$ cat src/core/pcg_pkg.sv
// constants, field layouts and types shared by the pll clock generator control
package pcg_pkg;

	// ----------------------------------------------------------------
	// bus geometry
	// ----------------------------------------------------------------
	localparam int unsigned ADDR_W = 4;
	localparam int unsigned DATA_W = 32;
	localparam int unsigned REG_W  = 8;

	// ----------------------------------------------------------------
	// register byte offsets
	// ----------------------------------------------------------------
	localparam logic [ADDR_W-1:0] CTRL_OFS = 4'h0;
	localparam logic [ADDR_W-1:0] BW_OFS   = 4'h4;
	localparam logic [ADDR_W-1:0] PROG_OFS = 4'h8;
	localparam logic [ADDR_W-1:0] BRK_OFS  = 4'hC;

	// ----------------------------------------------------------------
	// field positions
	// ----------------------------------------------------------------
	localparam int unsigned CTRL_IE_BIT   = 7;
	localparam int unsigned CTRL_FLAG_BIT = 6;
	localparam int unsigned CTRL_ON_BIT   = 5;
	localparam int unsigned CTRL_BCS_BIT  = 4;
	localparam int unsigned BW_AUTO_BIT   = 7;
	localparam int unsigned BW_LOCK_BIT   = 6;
	localparam int unsigned BW_ACQ_BIT    = 5;
	localparam int unsigned BRK_BREAK_CLEAR_ENABLE_BIT  = 7;
	localparam int unsigned PROG_MUL_LSB  = 4;
	localparam int unsigned PROG_VRS_LSB  = 0;
	localparam int unsigned FIELD_W       = 4;

	// ----------------------------------------------------------------
	// reset and fixed values
	// ----------------------------------------------------------------
	localparam logic [REG_W-1:0]   CTRL_UNUSED_ONES = 8'h0F;
	localparam logic [REG_W-1:0]   BYTE_ZERO        = 8'h00;
	localparam logic [DATA_W-REG_W-1:0] UPPER_ZERO  = 24'h00_0000;
	localparam logic [FIELD_W-1:0] MUL_RESET        = 4'h6;
	localparam logic [FIELD_W-1:0] VRS_RESET        = 4'h6;
	localparam logic [FIELD_W-1:0] MUL_ONE          = 4'h1;
	localparam logic [FIELD_W-1:0] MUL_ZERO         = 4'h0;
	localparam logic [FIELD_W-1:0] VRS_OFF          = 4'h0;
	localparam logic               ON_RESET         = 1'b1;

	// ----------------------------------------------------------------
	// clock switch timing: source edges waited on each side
	// ----------------------------------------------------------------
	localparam int unsigned  SW_CNT_W    = 2;
	localparam logic [SW_CNT_W-1:0] SW_EDGES = 2'h3;
	localparam logic [SW_CNT_W-1:0] SW_ZERO  = 2'h0;
	localparam logic [SW_CNT_W-1:0] SW_ONE   = 2'h1;

	// ----------------------------------------------------------------
	// pin synchroniser lanes
	// ----------------------------------------------------------------
	localparam int unsigned SYNC_W      = 4;
	localparam int unsigned SYN_SETTLED = 0;
	localparam int unsigned SYN_TRACK   = 1;
	localparam int unsigned SYN_XTAL    = 2;
	localparam int unsigned SYN_VCO     = 3;
	localparam logic [SYNC_W-1:0] SYNC_ZERO = 4'h0;

	// ----------------------------------------------------------------
	// types
	// ----------------------------------------------------------------
	typedef struct packed {
		logic irq_en;
		logic flag;
		logic on;
		logic base_clock_select;
	} pcg_ctrl_s;

	typedef struct packed {
		logic [FIELD_W-1:0] mul;
		logic [FIELD_W-1:0] vrs;
	} pcg_prog_s;

	typedef enum logic [1:0] {
		SEL_RUN,
		SEL_DRAIN_OLD,
		SEL_WAIT_NEW
	} pcg_sel_e;

	// multiplier code to vco multiplier
	function automatic logic [FIELD_W-1:0] mul_decode(input logic [FIELD_W-1:0] code);
		mul_decode = (code == MUL_ZERO) ? MUL_ONE : code;
	endfunction

	// register byte read onto the bus word
	function automatic logic [DATA_W-1:0] widen(input logic [REG_W-1:0] b);
		widen = {UPPER_ZERO, b};
	endfunction

endpackage

$ cat src/core/pcg_ctrl.sv
// pll clock generator control: registers, protections, lock events, low power
// ----------------------------------------------------------------
// Function
// - codes zero and one multiply by one
// - multiplier writes ignored while pll on
// - range writes ignored while pll on
// - range zero disables pll, clears base select
// - range field resets to six
// - base select refused while range zero
// - auto mode: settled toggle raises event
// - flag always set; irq needs enable
// - manual mode: no irq, flag reads zero
// - base select ignores lock status
// - generator keeps running in wait mode
// - stop holds clock, irq and pll enable outputs low
// - stop clears base select, stays clear
// - break with clear enable allows clearing
// - break without clear enable protects flag
// - tracking bit follows analog tracking status in auto mode, manual bit otherwise
// - settled bit follows analog lock status in auto mode, reads zero otherwise
// - control register read clears flag
// - base select needs pll on, vice versa
// - multiplier field resets to six
// ----------------------------------------------------------------
`timescale 1ns/1ps
module pcg_ctrl (
	input  wire logic                          core_clk_i,
	input  wire logic                          rst_b_i,
	input  wire logic [pcg_pkg::ADDR_W-1:0]    avs_address_i,
	input  wire logic                          avs_read_i,
	input  wire logic                          avs_write_i,
	input  wire logic [pcg_pkg::DATA_W-1:0]    avs_writedata_i,
	input  wire logic [pcg_pkg::DATA_W/8-1:0]  avs_byteenable_i,
	output logic      [pcg_pkg::DATA_W-1:0]    avs_readdata_o,
	output logic                               avs_waitrequest_o,
	input  wire logic                          crystal_clock_i,
	input  wire logic                          vco_clock_i,
	input  wire logic                          settled_i,
	input  wire logic                          tracking_i,
	input  wire logic                          stop_i,
	input  wire logic                          break_i,
	output logic                               crystal_clock_o,
	output logic                               base_clock_out_o,
	output logic                               pll_interrupt_o,
	output logic                               pll_enable_o,
	output logic      [pcg_pkg::FIELD_W-1:0]   multiplier_o,
	output logic      [pcg_pkg::FIELD_W-1:0]   vco_range_o,
	output logic                               clock_switching_o
);
	import pcg_pkg::*;

	// ----------------------------------------------------------------
	// pin synchronisers
	// ----------------------------------------------------------------
	logic [SYNC_W-1:0] sync1_reg;
	logic [SYNC_W-1:0] sync2_reg;
	logic [SYNC_W-1:0] sync3_reg;
	logic [SYNC_W-1:0] filt_reg;
	logic [SYNC_W-1:0] filt_next;
	logic [SYNC_W-1:0] agree;
	logic [SYNC_W-1:0] rise;
	logic [SYNC_W-1:0] pins;

	assign pins = {vco_clock_i, crystal_clock_i, tracking_i, settled_i};

	// a change counts only once stages two and three agree
	assign agree     = ~(sync2_reg ^ sync3_reg);
	assign filt_next = (sync2_reg & agree) | (filt_reg & ~agree);
	assign rise      = filt_next & ~filt_reg;

	always_ff @(posedge core_clk_i) begin
		if (!rst_b_i) begin
			sync1_reg <= SYNC_ZERO;
			sync2_reg <= SYNC_ZERO;
			sync3_reg <= SYNC_ZERO;
			filt_reg  <= SYNC_ZERO;
		end else begin
			sync1_reg <= pins;
			sync2_reg <= sync1_reg;
			sync3_reg <= sync2_reg;
			filt_reg  <= filt_next;
		end
	end

	// ----------------------------------------------------------------
	// bus slave
	// ----------------------------------------------------------------
	logic              ack_reg;
	logic [DATA_W-1:0] readdata_reg;
	logic [REG_W-1:0]  rd_byte;

	wire              bus_req  = avs_read_i | avs_write_i;
	wire              first    = bus_req & ~ack_reg;
	wire              acc_rd   = avs_read_i & ack_reg;
	wire              acc_wr   = avs_write_i & ack_reg & avs_byteenable_i[0];
	wire              hit_ctrl = (avs_address_i == CTRL_OFS);
	wire              hit_bw   = (avs_address_i == BW_OFS);
	wire              hit_prog = (avs_address_i == PROG_OFS);
	wire              hit_brk  = (avs_address_i == BRK_OFS);
	wire [REG_W-1:0]  wd       = avs_writedata_i[REG_W-1:0];

	// one wait cycle per access; data are captured in that cycle
	assign avs_waitrequest_o = first;
	assign avs_readdata_o    = readdata_reg;

	always_ff @(posedge core_clk_i) begin
		if (!rst_b_i) begin
			ack_reg      <= 1'b0;
			readdata_reg <= widen(BYTE_ZERO);
		end else begin
			ack_reg <= first;
			if (first && avs_read_i) begin
				readdata_reg <= widen(rd_byte);
			end
		end
	end

	// ----------------------------------------------------------------
	// register state
	// ----------------------------------------------------------------
	pcg_ctrl_s          ctrl_reg;
	pcg_ctrl_s          ctrl_next;
	pcg_prog_s          prog_reg;
	pcg_prog_s          prog_next;
	logic               auto_reg;
	logic               auto_next;
	logic               acq_man_reg;
	logic               acq_man_next;
	logic               break_clear_enable_reg;
	logic               break_clear_enable_next;

	wire wr_ctrl   = acc_wr & hit_ctrl;
	wire wr_bw     = acc_wr & hit_bw;
	wire wr_prog   = acc_wr & hit_prog & ~ctrl_reg.on;
	wire wr_brk    = acc_wr & hit_brk;
	wire vrs_zero  = (prog_reg.vrs == VRS_OFF);
	wire settled_s = filt_reg[SYN_SETTLED];
	wire track_s   = filt_reg[SYN_TRACK];

	// lock change is watched only in automatic mode
	wire lock_evt  = auto_reg & (filt_next[SYN_SETTLED] ^ settled_s);

	// read clears the flag unless break protection is in force
	wire flag_prot = break_i & ~break_clear_enable_reg;
	wire flag_clr  = acc_rd & hit_ctrl & ~flag_prot;

	// setting needs pll on and a nonzero range; lock state is not looked at
	wire bcs_ok    = ctrl_reg.on & ~vrs_zero;
	wire bcs_wr    = wr_ctrl ? (wd[CTRL_BCS_BIT] & (ctrl_reg.base_clock_select | bcs_ok)) : ctrl_reg.base_clock_select;

	assign ctrl_next.base_clock_select    = bcs_wr & ~vrs_zero & ~stop_i;
	assign ctrl_next.on     = wr_ctrl ? (wd[CTRL_ON_BIT] | ctrl_reg.base_clock_select) : ctrl_reg.on;
	assign ctrl_next.irq_en = (wr_ctrl & auto_reg) ? wd[CTRL_IE_BIT] : ctrl_reg.irq_en;
	// a new event in the clearing cycle wins
	assign ctrl_next.flag   = lock_evt | (ctrl_reg.flag & ~flag_clr);

	assign prog_next.mul  = wr_prog ? wd[PROG_MUL_LSB +: FIELD_W] : prog_reg.mul;
	assign prog_next.vrs  = wr_prog ? wd[PROG_VRS_LSB +: FIELD_W] : prog_reg.vrs;

	// the manual acquisition bit is kept while automatic mode owns it
	assign auto_next    = wr_bw ? wd[BW_AUTO_BIT] : auto_reg;
	assign acq_man_next = (wr_bw & ~auto_reg) ? wd[BW_ACQ_BIT] : acq_man_reg;
	assign break_clear_enable_next    = wr_brk ? wd[BRK_BREAK_CLEAR_ENABLE_BIT] : break_clear_enable_reg;

	always_ff @(posedge core_clk_i) begin
		if (!rst_b_i) begin
			ctrl_reg.irq_en <= 1'b0;
			ctrl_reg.flag   <= 1'b0;
			ctrl_reg.on     <= ON_RESET;
			ctrl_reg.base_clock_select    <= 1'b0;
		end else begin
			ctrl_reg <= ctrl_next;
		end
	end

	always_ff @(posedge core_clk_i) begin
		if (!rst_b_i) begin
			prog_reg.mul <= MUL_RESET;
			prog_reg.vrs <= VRS_RESET;
		end else begin
			prog_reg <= prog_next;
		end
	end

	always_ff @(posedge core_clk_i) begin
		if (!rst_b_i) begin
			auto_reg    <= 1'b0;
			acq_man_reg <= 1'b0;
			break_clear_enable_reg    <= 1'b0;
		end else begin
			auto_reg    <= auto_next;
			acq_man_reg <= acq_man_next;
			break_clear_enable_reg    <= break_clear_enable_next;
		end
	end

	// ----------------------------------------------------------------
	// read mux
	// ----------------------------------------------------------------
	logic [REG_W-1:0] ctrl_rd;
	logic [REG_W-1:0] bw_rd;
	logic [REG_W-1:0] prog_rd;
	logic [REG_W-1:0] brk_rd;

	always_comb begin
		ctrl_rd                = CTRL_UNUSED_ONES;
		ctrl_rd[CTRL_IE_BIT]   = ctrl_reg.irq_en & auto_reg;
		ctrl_rd[CTRL_FLAG_BIT] = ctrl_reg.flag & auto_reg;
		ctrl_rd[CTRL_ON_BIT]   = ctrl_reg.on;
		ctrl_rd[CTRL_BCS_BIT]  = ctrl_reg.base_clock_select;
		bw_rd                  = BYTE_ZERO;
		bw_rd[BW_AUTO_BIT]     = auto_reg;
		bw_rd[BW_LOCK_BIT]     = auto_reg & settled_s;
		bw_rd[BW_ACQ_BIT]      = auto_reg ? track_s : acq_man_reg;
		prog_rd                = {prog_reg.mul, prog_reg.vrs};
		brk_rd                 = BYTE_ZERO;
		brk_rd[BRK_BREAK_CLEAR_ENABLE_BIT]   = break_clear_enable_reg;
	end

	// unmapped offsets read as zero
	assign rd_byte = hit_ctrl ? ctrl_rd :
	                 hit_bw   ? bw_rd   :
	                 hit_prog ? prog_rd :
	                 hit_brk  ? brk_rd  : BYTE_ZERO;

	// ----------------------------------------------------------------
	// outputs to the analog loop and the system
	// ----------------------------------------------------------------
	logic                pll_en_reg;
	logic [FIELD_W-1:0]  mult_reg;
	logic [FIELD_W-1:0]  range_reg;
	logic                irq_reg;
	logic                xtal_out_reg;

	// wait mode has no input here: the generator simply keeps running
	wire pll_en_next = ctrl_reg.on & ~vrs_zero & ~stop_i;
	wire irq_next    = ctrl_reg.flag & ctrl_reg.irq_en & auto_reg & ~stop_i;
	wire xtal_next   = filt_reg[SYN_XTAL] & ~stop_i;

	always_ff @(posedge core_clk_i) begin
		if (!rst_b_i) begin
			pll_en_reg   <= 1'b0;
			mult_reg     <= MUL_ONE;
			range_reg    <= VRS_OFF;
			irq_reg      <= 1'b0;
			xtal_out_reg <= 1'b0;
		end else begin
			pll_en_reg   <= pll_en_next;
			mult_reg     <= mul_decode(prog_reg.mul);
			range_reg    <= prog_reg.vrs;
			irq_reg      <= irq_next;
			xtal_out_reg <= xtal_next;
		end
	end

	assign pll_enable_o    = pll_en_reg;
	assign multiplier_o    = mult_reg;
	assign vco_range_o     = range_reg;
	assign pll_interrupt_o = irq_reg;
	assign crystal_clock_o = xtal_out_reg;

	// ----------------------------------------------------------------
	// base clock selector
	// ----------------------------------------------------------------
	// sampled sources limit the output to well under a quarter of the bus clock
	pcg_clk_sel u_clk_sel (
		.core_clk_i       (core_clk_i),
		.rst_b_i          (rst_b_i),
		.xtal_rise_i      (rise[SYN_XTAL]),
		.vco_rise_i       (rise[SYN_VCO]),
		.sel_vco_i        (ctrl_reg.base_clock_select),
		.stop_i           (stop_i),
		.base_clock_out_o (base_clock_out_o),
		.switching_o      (clock_switching_o)
	);

endmodule

$ cat src/core/pcg_clk_sel.sv
// glitch-free base clock selector with divide-by-two output
`timescale 1ns/1ps
module pcg_clk_sel (
	input  wire logic core_clk_i,
	input  wire logic rst_b_i,
	input  wire logic xtal_rise_i,
	input  wire logic vco_rise_i,
	input  wire logic sel_vco_i,
	input  wire logic stop_i,
	output logic      base_clock_out_o,
	output logic      switching_o
);
	import pcg_pkg::*;

	pcg_sel_e            state_reg;
	pcg_sel_e            state_next;
	logic                cur_reg;
	logic                cur_next;
	logic                tgt_reg;
	logic                tgt_next;
	logic [SW_CNT_W-1:0] cnt_reg;
	logic [SW_CNT_W-1:0] cnt_next;
	logic                out_reg;
	logic                out_next;

	wire old_rise = cur_reg ? vco_rise_i : xtal_rise_i;
	wire new_rise = tgt_reg ? vco_rise_i : xtal_rise_i;

	// ----------------------------------------------------------------
	// selector sequence
	// ----------------------------------------------------------------
	// output frozen until both sources showed three edges
	always_comb begin
		state_next = state_reg;
		cur_next   = cur_reg;
		tgt_next   = tgt_reg;
		cnt_next   = cnt_reg;
		out_next   = out_reg;
		unique case (state_reg)
			SEL_RUN: begin
				if (sel_vco_i != cur_reg) begin
					state_next = SEL_DRAIN_OLD;
					tgt_next   = sel_vco_i;
					cnt_next   = SW_ZERO;
				end else if (old_rise) begin
					out_next = ~out_reg;
				end
			end
			SEL_DRAIN_OLD: begin
				if (old_rise) begin
					cnt_next = cnt_reg + SW_ONE;
					if (cnt_reg + SW_ONE == SW_EDGES) begin
						state_next = SEL_WAIT_NEW;
						cnt_next   = SW_ZERO;
					end
				end
			end
			SEL_WAIT_NEW: begin
				if (new_rise) begin
					cnt_next = cnt_reg + SW_ONE;
					if (cnt_reg + SW_ONE == SW_EDGES) begin
						state_next = SEL_RUN;
						cur_next   = tgt_reg;
					end
				end
			end
		endcase
		// crystal edges stop in stop mode, so a pending switch is dropped
		if (stop_i) begin
			state_next = SEL_RUN;
			cur_next   = 1'b0;
			out_next   = 1'b0;
		end
	end

	always_ff @(posedge core_clk_i) begin
		if (!rst_b_i) begin
			state_reg <= SEL_RUN;
			cur_reg   <= 1'b0;
			tgt_reg   <= 1'b0;
			cnt_reg   <= SW_ZERO;
			out_reg   <= 1'b0;
		end else begin
			state_reg <= state_next;
			cur_reg   <= cur_next;
			tgt_reg   <= tgt_next;
			cnt_reg   <= cnt_next;
			out_reg   <= out_next;
		end
	end

	assign base_clock_out_o = out_reg;
	assign switching_o      = (state_reg != SEL_RUN);

endmodule

$ cat config.mk
export PLATFORM = sky130hd
export DESIGN_NAME = pcg_ctrl
export DESIGN_NICKNAME = d
export VERILOG_FILES = /design/src/core/pcg_pkg.sv /design/src/core/pcg_ctrl.sv /design/src/core/pcg_clk_sel.sv
export SDC_FILE = /design/constraint.sdc
export NUM_CORES = 1
export LEC_CHECK = 0
export BUFFER_PORTS_ARGS = -buffer_cell sky130_fd_sc_hd__buf_2
export CORE_AREA = 2 2 78 73
export CTS_BUF_LIST = sky130_fd_sc_hd__clkbuf_4 sky130_fd_sc_hd__clkbuf_8 sky130_fd_sc_hd__clkbuf_16
export CTS_CLUSTER_DIAMETER = 120
export DETAILED_ROUTE_END_ITERATION = 12
export DIE_AREA = 0 0 80 75
export PLACE_DENSITY = 0.84
export REMOVE_ABC_BUFFERS = 1
export SLEW_MARGIN = 20
export SYNTH_ARGS = -nofsm -noshare
export SYNTH_HDL_FRONTEND = slang
export SYNTH_HIERARCHICAL = 1
export SYNTH_SLANG_ARGS = --single-unit
$ cat constraint.sdc
create_clock -name core_clk_i -period 5.2 [get_ports core_clk_i]
set_clock_uncertainty 0.1 [all_clocks]
set_input_delay 1.04 -clock core_clk_i [delete_from_list [all_inputs] [get_ports core_clk_i]]
set_output_delay 1.04 -clock core_clk_i [all_outputs]
set_load 0.01 [all_outputs]
Word-level counts from Yosys, hierarchy flattened
Index checks and enable logic that the tools add are counted.
{"block": "classes", "addsub": 1, "n_eq_ne": 12, "muxes": 19, "bitwise_logic": 52, "reduce_logical": 13}
{"operator": "two-way mux 8 bit", "count": 4}
{"operator": "bitwise AND 1 bit", "count": 28}
{"operator": "two-way mux 2 bit", "count": 9}
{"operator": "bitwise AND 4 bit", "count": 3}
{"operator": "zero test 4 bit", "count": 3}
{"operator": "inverter 4 bit", "count": 3}
{"operator": "case mux 2 bit (3 select lines)", "count": 2}
{"operator": "inverter 1 bit", "count": 11}
{"operator": "inequality test 2 x 1 -> 1 bit, second input constant", "count": 5}
{"operator": "AND reduction 3 bit", "count": 3}
{"operator": "equality test 4 bit, second input constant", "count": 2}
{"operator": "AND reduction 5 bit", "count": 1}
{"operator": "equality test 2 bit, second input constant", "count": 2}
{"operator": "equality test 4 x 3 -> 1 bit, second input constant", "count": 1}
{"operator": "two-way mux 1 bit", "count": 4}
{"operator": "OR 1 bit", "count": 4}
{"operator": "OR 4 bit", "count": 1}
{"operator": "OR reduction 2 bit", "count": 2}
{"operator": "bitwise XOR 4 bit", "count": 1}
{"operator": "adder 2 x 1 -> 2 bit, second input constant", "count": 1}
{"operator": "equality test 2 x 1 -> 1 bit, second input constant", "count": 1}
{"operator": "zero test 2 bit", "count": 1}
{"operator": "AND reduction 2 bit", "count": 1}
{"operator": "nonzero test 2 bit", "count": 1}
{"operator": "3 further kinds", "count": 3}
{"block": "totals", "ff_bits": 58, "input_bits": 50, "output_inout_bits": 46, "word_cells": 122}

Depth between registers and ports, before layout
{"block": "depth", "ltp_word": 9, "ltp_mapped": 6}

By module
Netlist, hierarchy kept.
{"mod": "pcg_ctrl", "n_inst": 1, "cells_per_inst": 233, "area_per_inst_um2": 2197.1}
{"mod": "pcg_clk_sel", "n_inst": 1, "cells_per_inst": 53, "area_per_inst_um2": 462.9}

Least setup slack after synthesis
No wires, ideal clock.
{"block": "synth_path", "kind": "input-to-output", "startpoint": "in avs_write_i", "endpoint": "out avs_waitrequest_o", "arrival_ns": 1.243, "required_time_ns": 4.060, "slack_ns": 2.817, "cell_stages": 2, "n_path_buf": 0, "path_cell_list": "nor2_1 > nor2_1"}
{"block": "synth_via", "elab_chain_len": 2}
{"item": "start, declared", "line": "pcg_ctrl.sv:31", "text": "input wire logic avs_write_i,"}
{"item": "OR 1 bit", "line": "pcg_ctrl.sv:92", "text": "wire bus_req = avs_read_i | avs_write_i;"}
{"item": "bitwise AND 1 bit", "line": "pcg_ctrl.sv:93", "text": "wire first = bus_req & ~ack_reg;"}
{"item": "end, declared", "line": "pcg_ctrl.sv:35", "text": "output logic avs_waitrequest_o,"}
No other way between the ends.

Worst setup path after layout
{"block": "layout_path", "startpoint": "in avs_read_i", "endpoint": "out avs_waitrequest_o"}
{"block": "layout_via", "elab_chain_len": 2}
{"item": "start, declared", "line": "pcg_ctrl.sv:30", "text": "input wire logic avs_read_i,"}
{"item": "OR 1 bit", "line": "pcg_ctrl.sv:92"}
{"item": "bitwise AND 1 bit", "line": "pcg_ctrl.sv:93"}
No other way between the ends.

==> summary.md <==
The run finished with clean final reports. After routing, the total negative slack on setup checks comes to 0 ns. The area of the die is 6000 µm², and the detailed-route vias per instance is 5.02.

Of the total synthesized cell area, the portion taken by AND, OR, NAND and NOR gates is 23.0%. The detailed router placed 1999 vias in this run. The source of the critical timing path was avs_read_i.

The distinct cell type count after synthesis was 49; the number of synthesized register bits was 58. The transition at the pin with the smallest max-transition slack was 0.941 ns. Initial core utilization: 51.9%. The share of cell area taken by muxes after synthesis was 5.79%.

Post-CTS timing repair inserted 0 buffers for setup. The net count of the finished layout is 383. The logs give 0 for the antenna cell count and 0 for the number of antenna violations at the first check in global routing. Following the worst setup path forward leads to its endpoint at avs_waitrequest_o.

TritonCTS built the clock tree. After routing the design area is 2990 µm². The internal reg-to-reg setup slack came out at 3.03 ns.

Power spread over the standard cell area amounts to 314 nW/µm². After floorplanning, the core was sized to cover 5130 µm². For the worst-skew pair, the clock arrives at the later sink with an insertion delay of 0.33 ns. The final cell count without fillers was 398; the number of violations reported at the end of detailed-routing iteration 0 was 117. The path class of the tightest hold or removal check is register to register. The multi-input combinational cells in the finished layout cover a total of 1280 µm². The synthesis warning total is 6, and the highest fanout seen on the critical path is 4. In the final layout, the share of cells above drive strength 1 is 21.8%.

The worst setup path is of the input pin to primary output kind. The minimum setup slack after placement came out at 2.45 ns. The logs give 0 for the final number of hold-violating endpoints and 0 for the remaining antenna violation count.

The tools report the worst reg2reg path startpoint as sync2_reg[3]$_SDFF_PN0_. The logs give 25 for the count of standard-cell rows and 37.3% for the worst slew margin relative to its limit. The worst supply voltage drop on vdd is 0.188 mV, and the largest net degree at the start of global routing is 62.

A synthesized cell averages 9.30 µm². For the timing-limited maximum frequency, the log shows 382 MHz. The tools report the capture point of the worst reg-to-reg path as u_clk_sel/state_reg[0]$_SDFFE_PP0P_. The post-synthesis cell area came out at 2660 µm². Setup violations remaining at the end of the flow were counted as 0. For the overall routed net length, the log shows 5150 µm. Clock-pin slew was measured on the worst setup and hold paths at 0.06 ns. Once placement finished, the instance area stood at 2790 µm². Detailed placement ended at an HPWL of 3670 µm. The first global-routing pass estimated 8110 µm of wire. For the worst setup path, the data required time is 4.06 ns. Final weighted congestion in routability-driven placement: 0.854. The y dimension of the die was 75 µm; the leakage power summed over all cells was 1.25 nW. Including well taps, the total number of placed cells is 383. The synthesized-area fraction occupied by ao, oa, aoi and oai cells came out at 12.6%. For this run, the share of the core covered by cells in the final layout is 58.3%.

The number of global-route vias before repair was 1812. The clock sink count was 58. After detailed routing, the number of remaining DRC violations is 0.

The run gives 9 as the clock buffer count from CTS. In the final routed layout, each cell accounts on average for 12.9 µm. The total overflow left after global routing is 0. The area growth from synthesis to layout was 12.5%; the number of hold buffers added after cts was 0. For the synthesized netlist cell count, the log shows 286. The tool flagged a number of max-cap violations equal to 0. The most used flip-flop cell after synthesis is dfxtp_1. Startpoint class of the critical path: an input pin. Of the total synthesized cell area, the portion taken by full adders, half adders and majority gates is 2.82%. The number of gates resized after CTS was 0. Summing all flip-flop and latch instances after layout gives 1160 µm². Yosys mapped a number of flops with a built-in enable equal to 0.

The number of port buffers works out to 44. Largest family of logic cells by synthesized area: simple AND/OR/NAND/NOR gates. The worst setup path is captured at a primary output. For the arrival time of data at the critical path endpoint, the log shows 1.48 ns. In this run the most critical hold path is launched from sync1_reg[0]$_SDFF_PN0_.

Share of the clock period used by the worst path: 50.4%. CTS built an H-tree with a depth of 3. Counting flops with an async set or reset pin after synthesis yields a share of 0%. The sequential fraction of the synthesis area was 43.7%; the die span in x was 80 µm.

The tools report the max-slew violation count as 0. The tree is rooted in a clkbuf_8. The overall power after layout is 939 µW, and the cell count of the worst reg-to-reg path is 6. During I/O placement, the number of pins put on the boundary was 96. The number of detailed-route iterations in the first pass was 4; the share of the synthesized netlist area taken by xor and xnor gates was 0.659%.

The run gives 18.1% as the total routing usage reported by global routing. Setup repair after global routing left no endpoint under its margin. For the worst-case setup margin in the final layout, the log shows 2.58 ns. The number of inserted filler cells in the final layout is 474, and the time the final worst path needs with I/O delays and setup is 2.62 ns.

Across all hold checks on the routed design, the worst slack comes to 0.332 ns. The run gives 2 as the maximum buffer depth of the clock tree.
[cell families (layout without fill, tap and decap cells)]
group | Yosys count | count (layout)
mux | 15 | 15
fa+ha+maj | 6 | 6
flops | 58 | 58
simple gates | 110 | 110
compound gates | 47 | 47
xor+xnor | 2 | 2
buf+inv | 47 | 69
other cells | 1 | 24
[critical path: stages]
cell	delay, ns
buf_2	0.11
nor2_1	0.04
nor2_1	0.13
buf_2	0.15
[synth_stat cells (all sizes together), types with 2 or more instances]
master	n	area [µm²]
a21boi	12	90.1
a21oi	6	30.0
a22o	2	17.5
a31oi	3	18.8
and2	18	113
and3	2	13.8
and4	2	18.8
buf	32	246
clkbuf	5	18.8
dfxtp	58	1160
ha	6	75.1
inv	10	37.5
mux2	3	33.8
mux2i	12	120
nand2	28	105
nand2b	7	43.8
nand3	14	70.1
nand4	3	18.8
nor2	9	33.8
nor2b	11	68.8
nor3	6	40.0
nor3b	2	15.0
nor4	2	12.5
o21ai	11	55.1
o311ai	2	25.0
o31ai	3	22.5
o41ai	2	25.0
xnor2	2	17.5
[where the power goes]
part	total (mW)	internal, mW	switching (mW)
clock	0.424	0.262	0.162
sequential	0.457	0.453	0.00437
combinational	0.0569	0.0204	0.0365
[layout make-up]
cell class / instances / area share (%)
Clock inverter: 2 / 1.17
Tap cell: 67 / 2.80
Multi-Input combinational cell: 204 / 42.9
Sequential cell: 58 / 38.8
Clock buffer: 13 / 5.77
Timing Repair Buffer: 44 / 7.36
Inverter: 10 / 1.25
[worst min path at each step]
stage	endpoint	slack, ns	cells past startpoint
3_5_place_dp	sync2_reg[0]$_SDFF_PN0_	0.32	1
5_1_grt	sync2_reg[0]$_SDFF_PN0_	0.34	1
4_1_cts	sync2_reg[0]$_SDFF_PN0_	0.33	1
6_report	sync2_reg[0]$_SDFF_PN0_	0.33	1
3_3_place_gp	sync2_reg[0]$_SDFF_PN0_	0.31	1
2_1_floorplan	sync2_reg[0]$_SDFF_PN0_	0.31	1
[cells in the final DEF, fill, tap and decap left out, types with 2 or more instances in the layout]
cell type | synthesis | layout
a21boi_0 | 11 | 11
a21oi_1 | 6 | 6
a22o_1 | 2 | 2
a31oi_1 | 3 | 3
and2_1 | 18 | 18
buf_2 | 2 | 44
clkbuf_8 | 0 | 12
conb_1 | 1 | 24
dfxtp_1 | 58 | 58
ha_1 | 6 | 6
inv_1 | 10 | 10
mux2_2 | 3 | 3
mux2i_1 | 12 | 12
nand2_1 | 28 | 28
nand2b_1 | 7 | 7
nand3_1 | 14 | 14
nand4_1 | 3 | 3
nor2_1 | 9 | 9
nor2b_1 | 11 | 11
nor3_1 | 4 | 4
nor3_2 | 2 | 2
nor3b_1 | 2 | 2
nor4_1 | 2 | 2
o21ai_0 | 11 | 11
o31ai_1 | 3 | 3
xnor2_1 | 2 | 2
[routing by layer]
metal | vias to the layer above | GRT usage [%] | part of all wire, % | wire, µm
met4 | 0 | 7.16 | 1.1 | 59
met3 | 7 | 7.43 | 6.6 | 341
met5 | - | 0 | 0 | 0
met2 | 53 | 30.6 | 47 | 2450
li1 | 1014 | - | - | -
met1 | 925 | 20.7 | 45 | 2300
No activity file was read; power rests on OpenSTA's default activity.
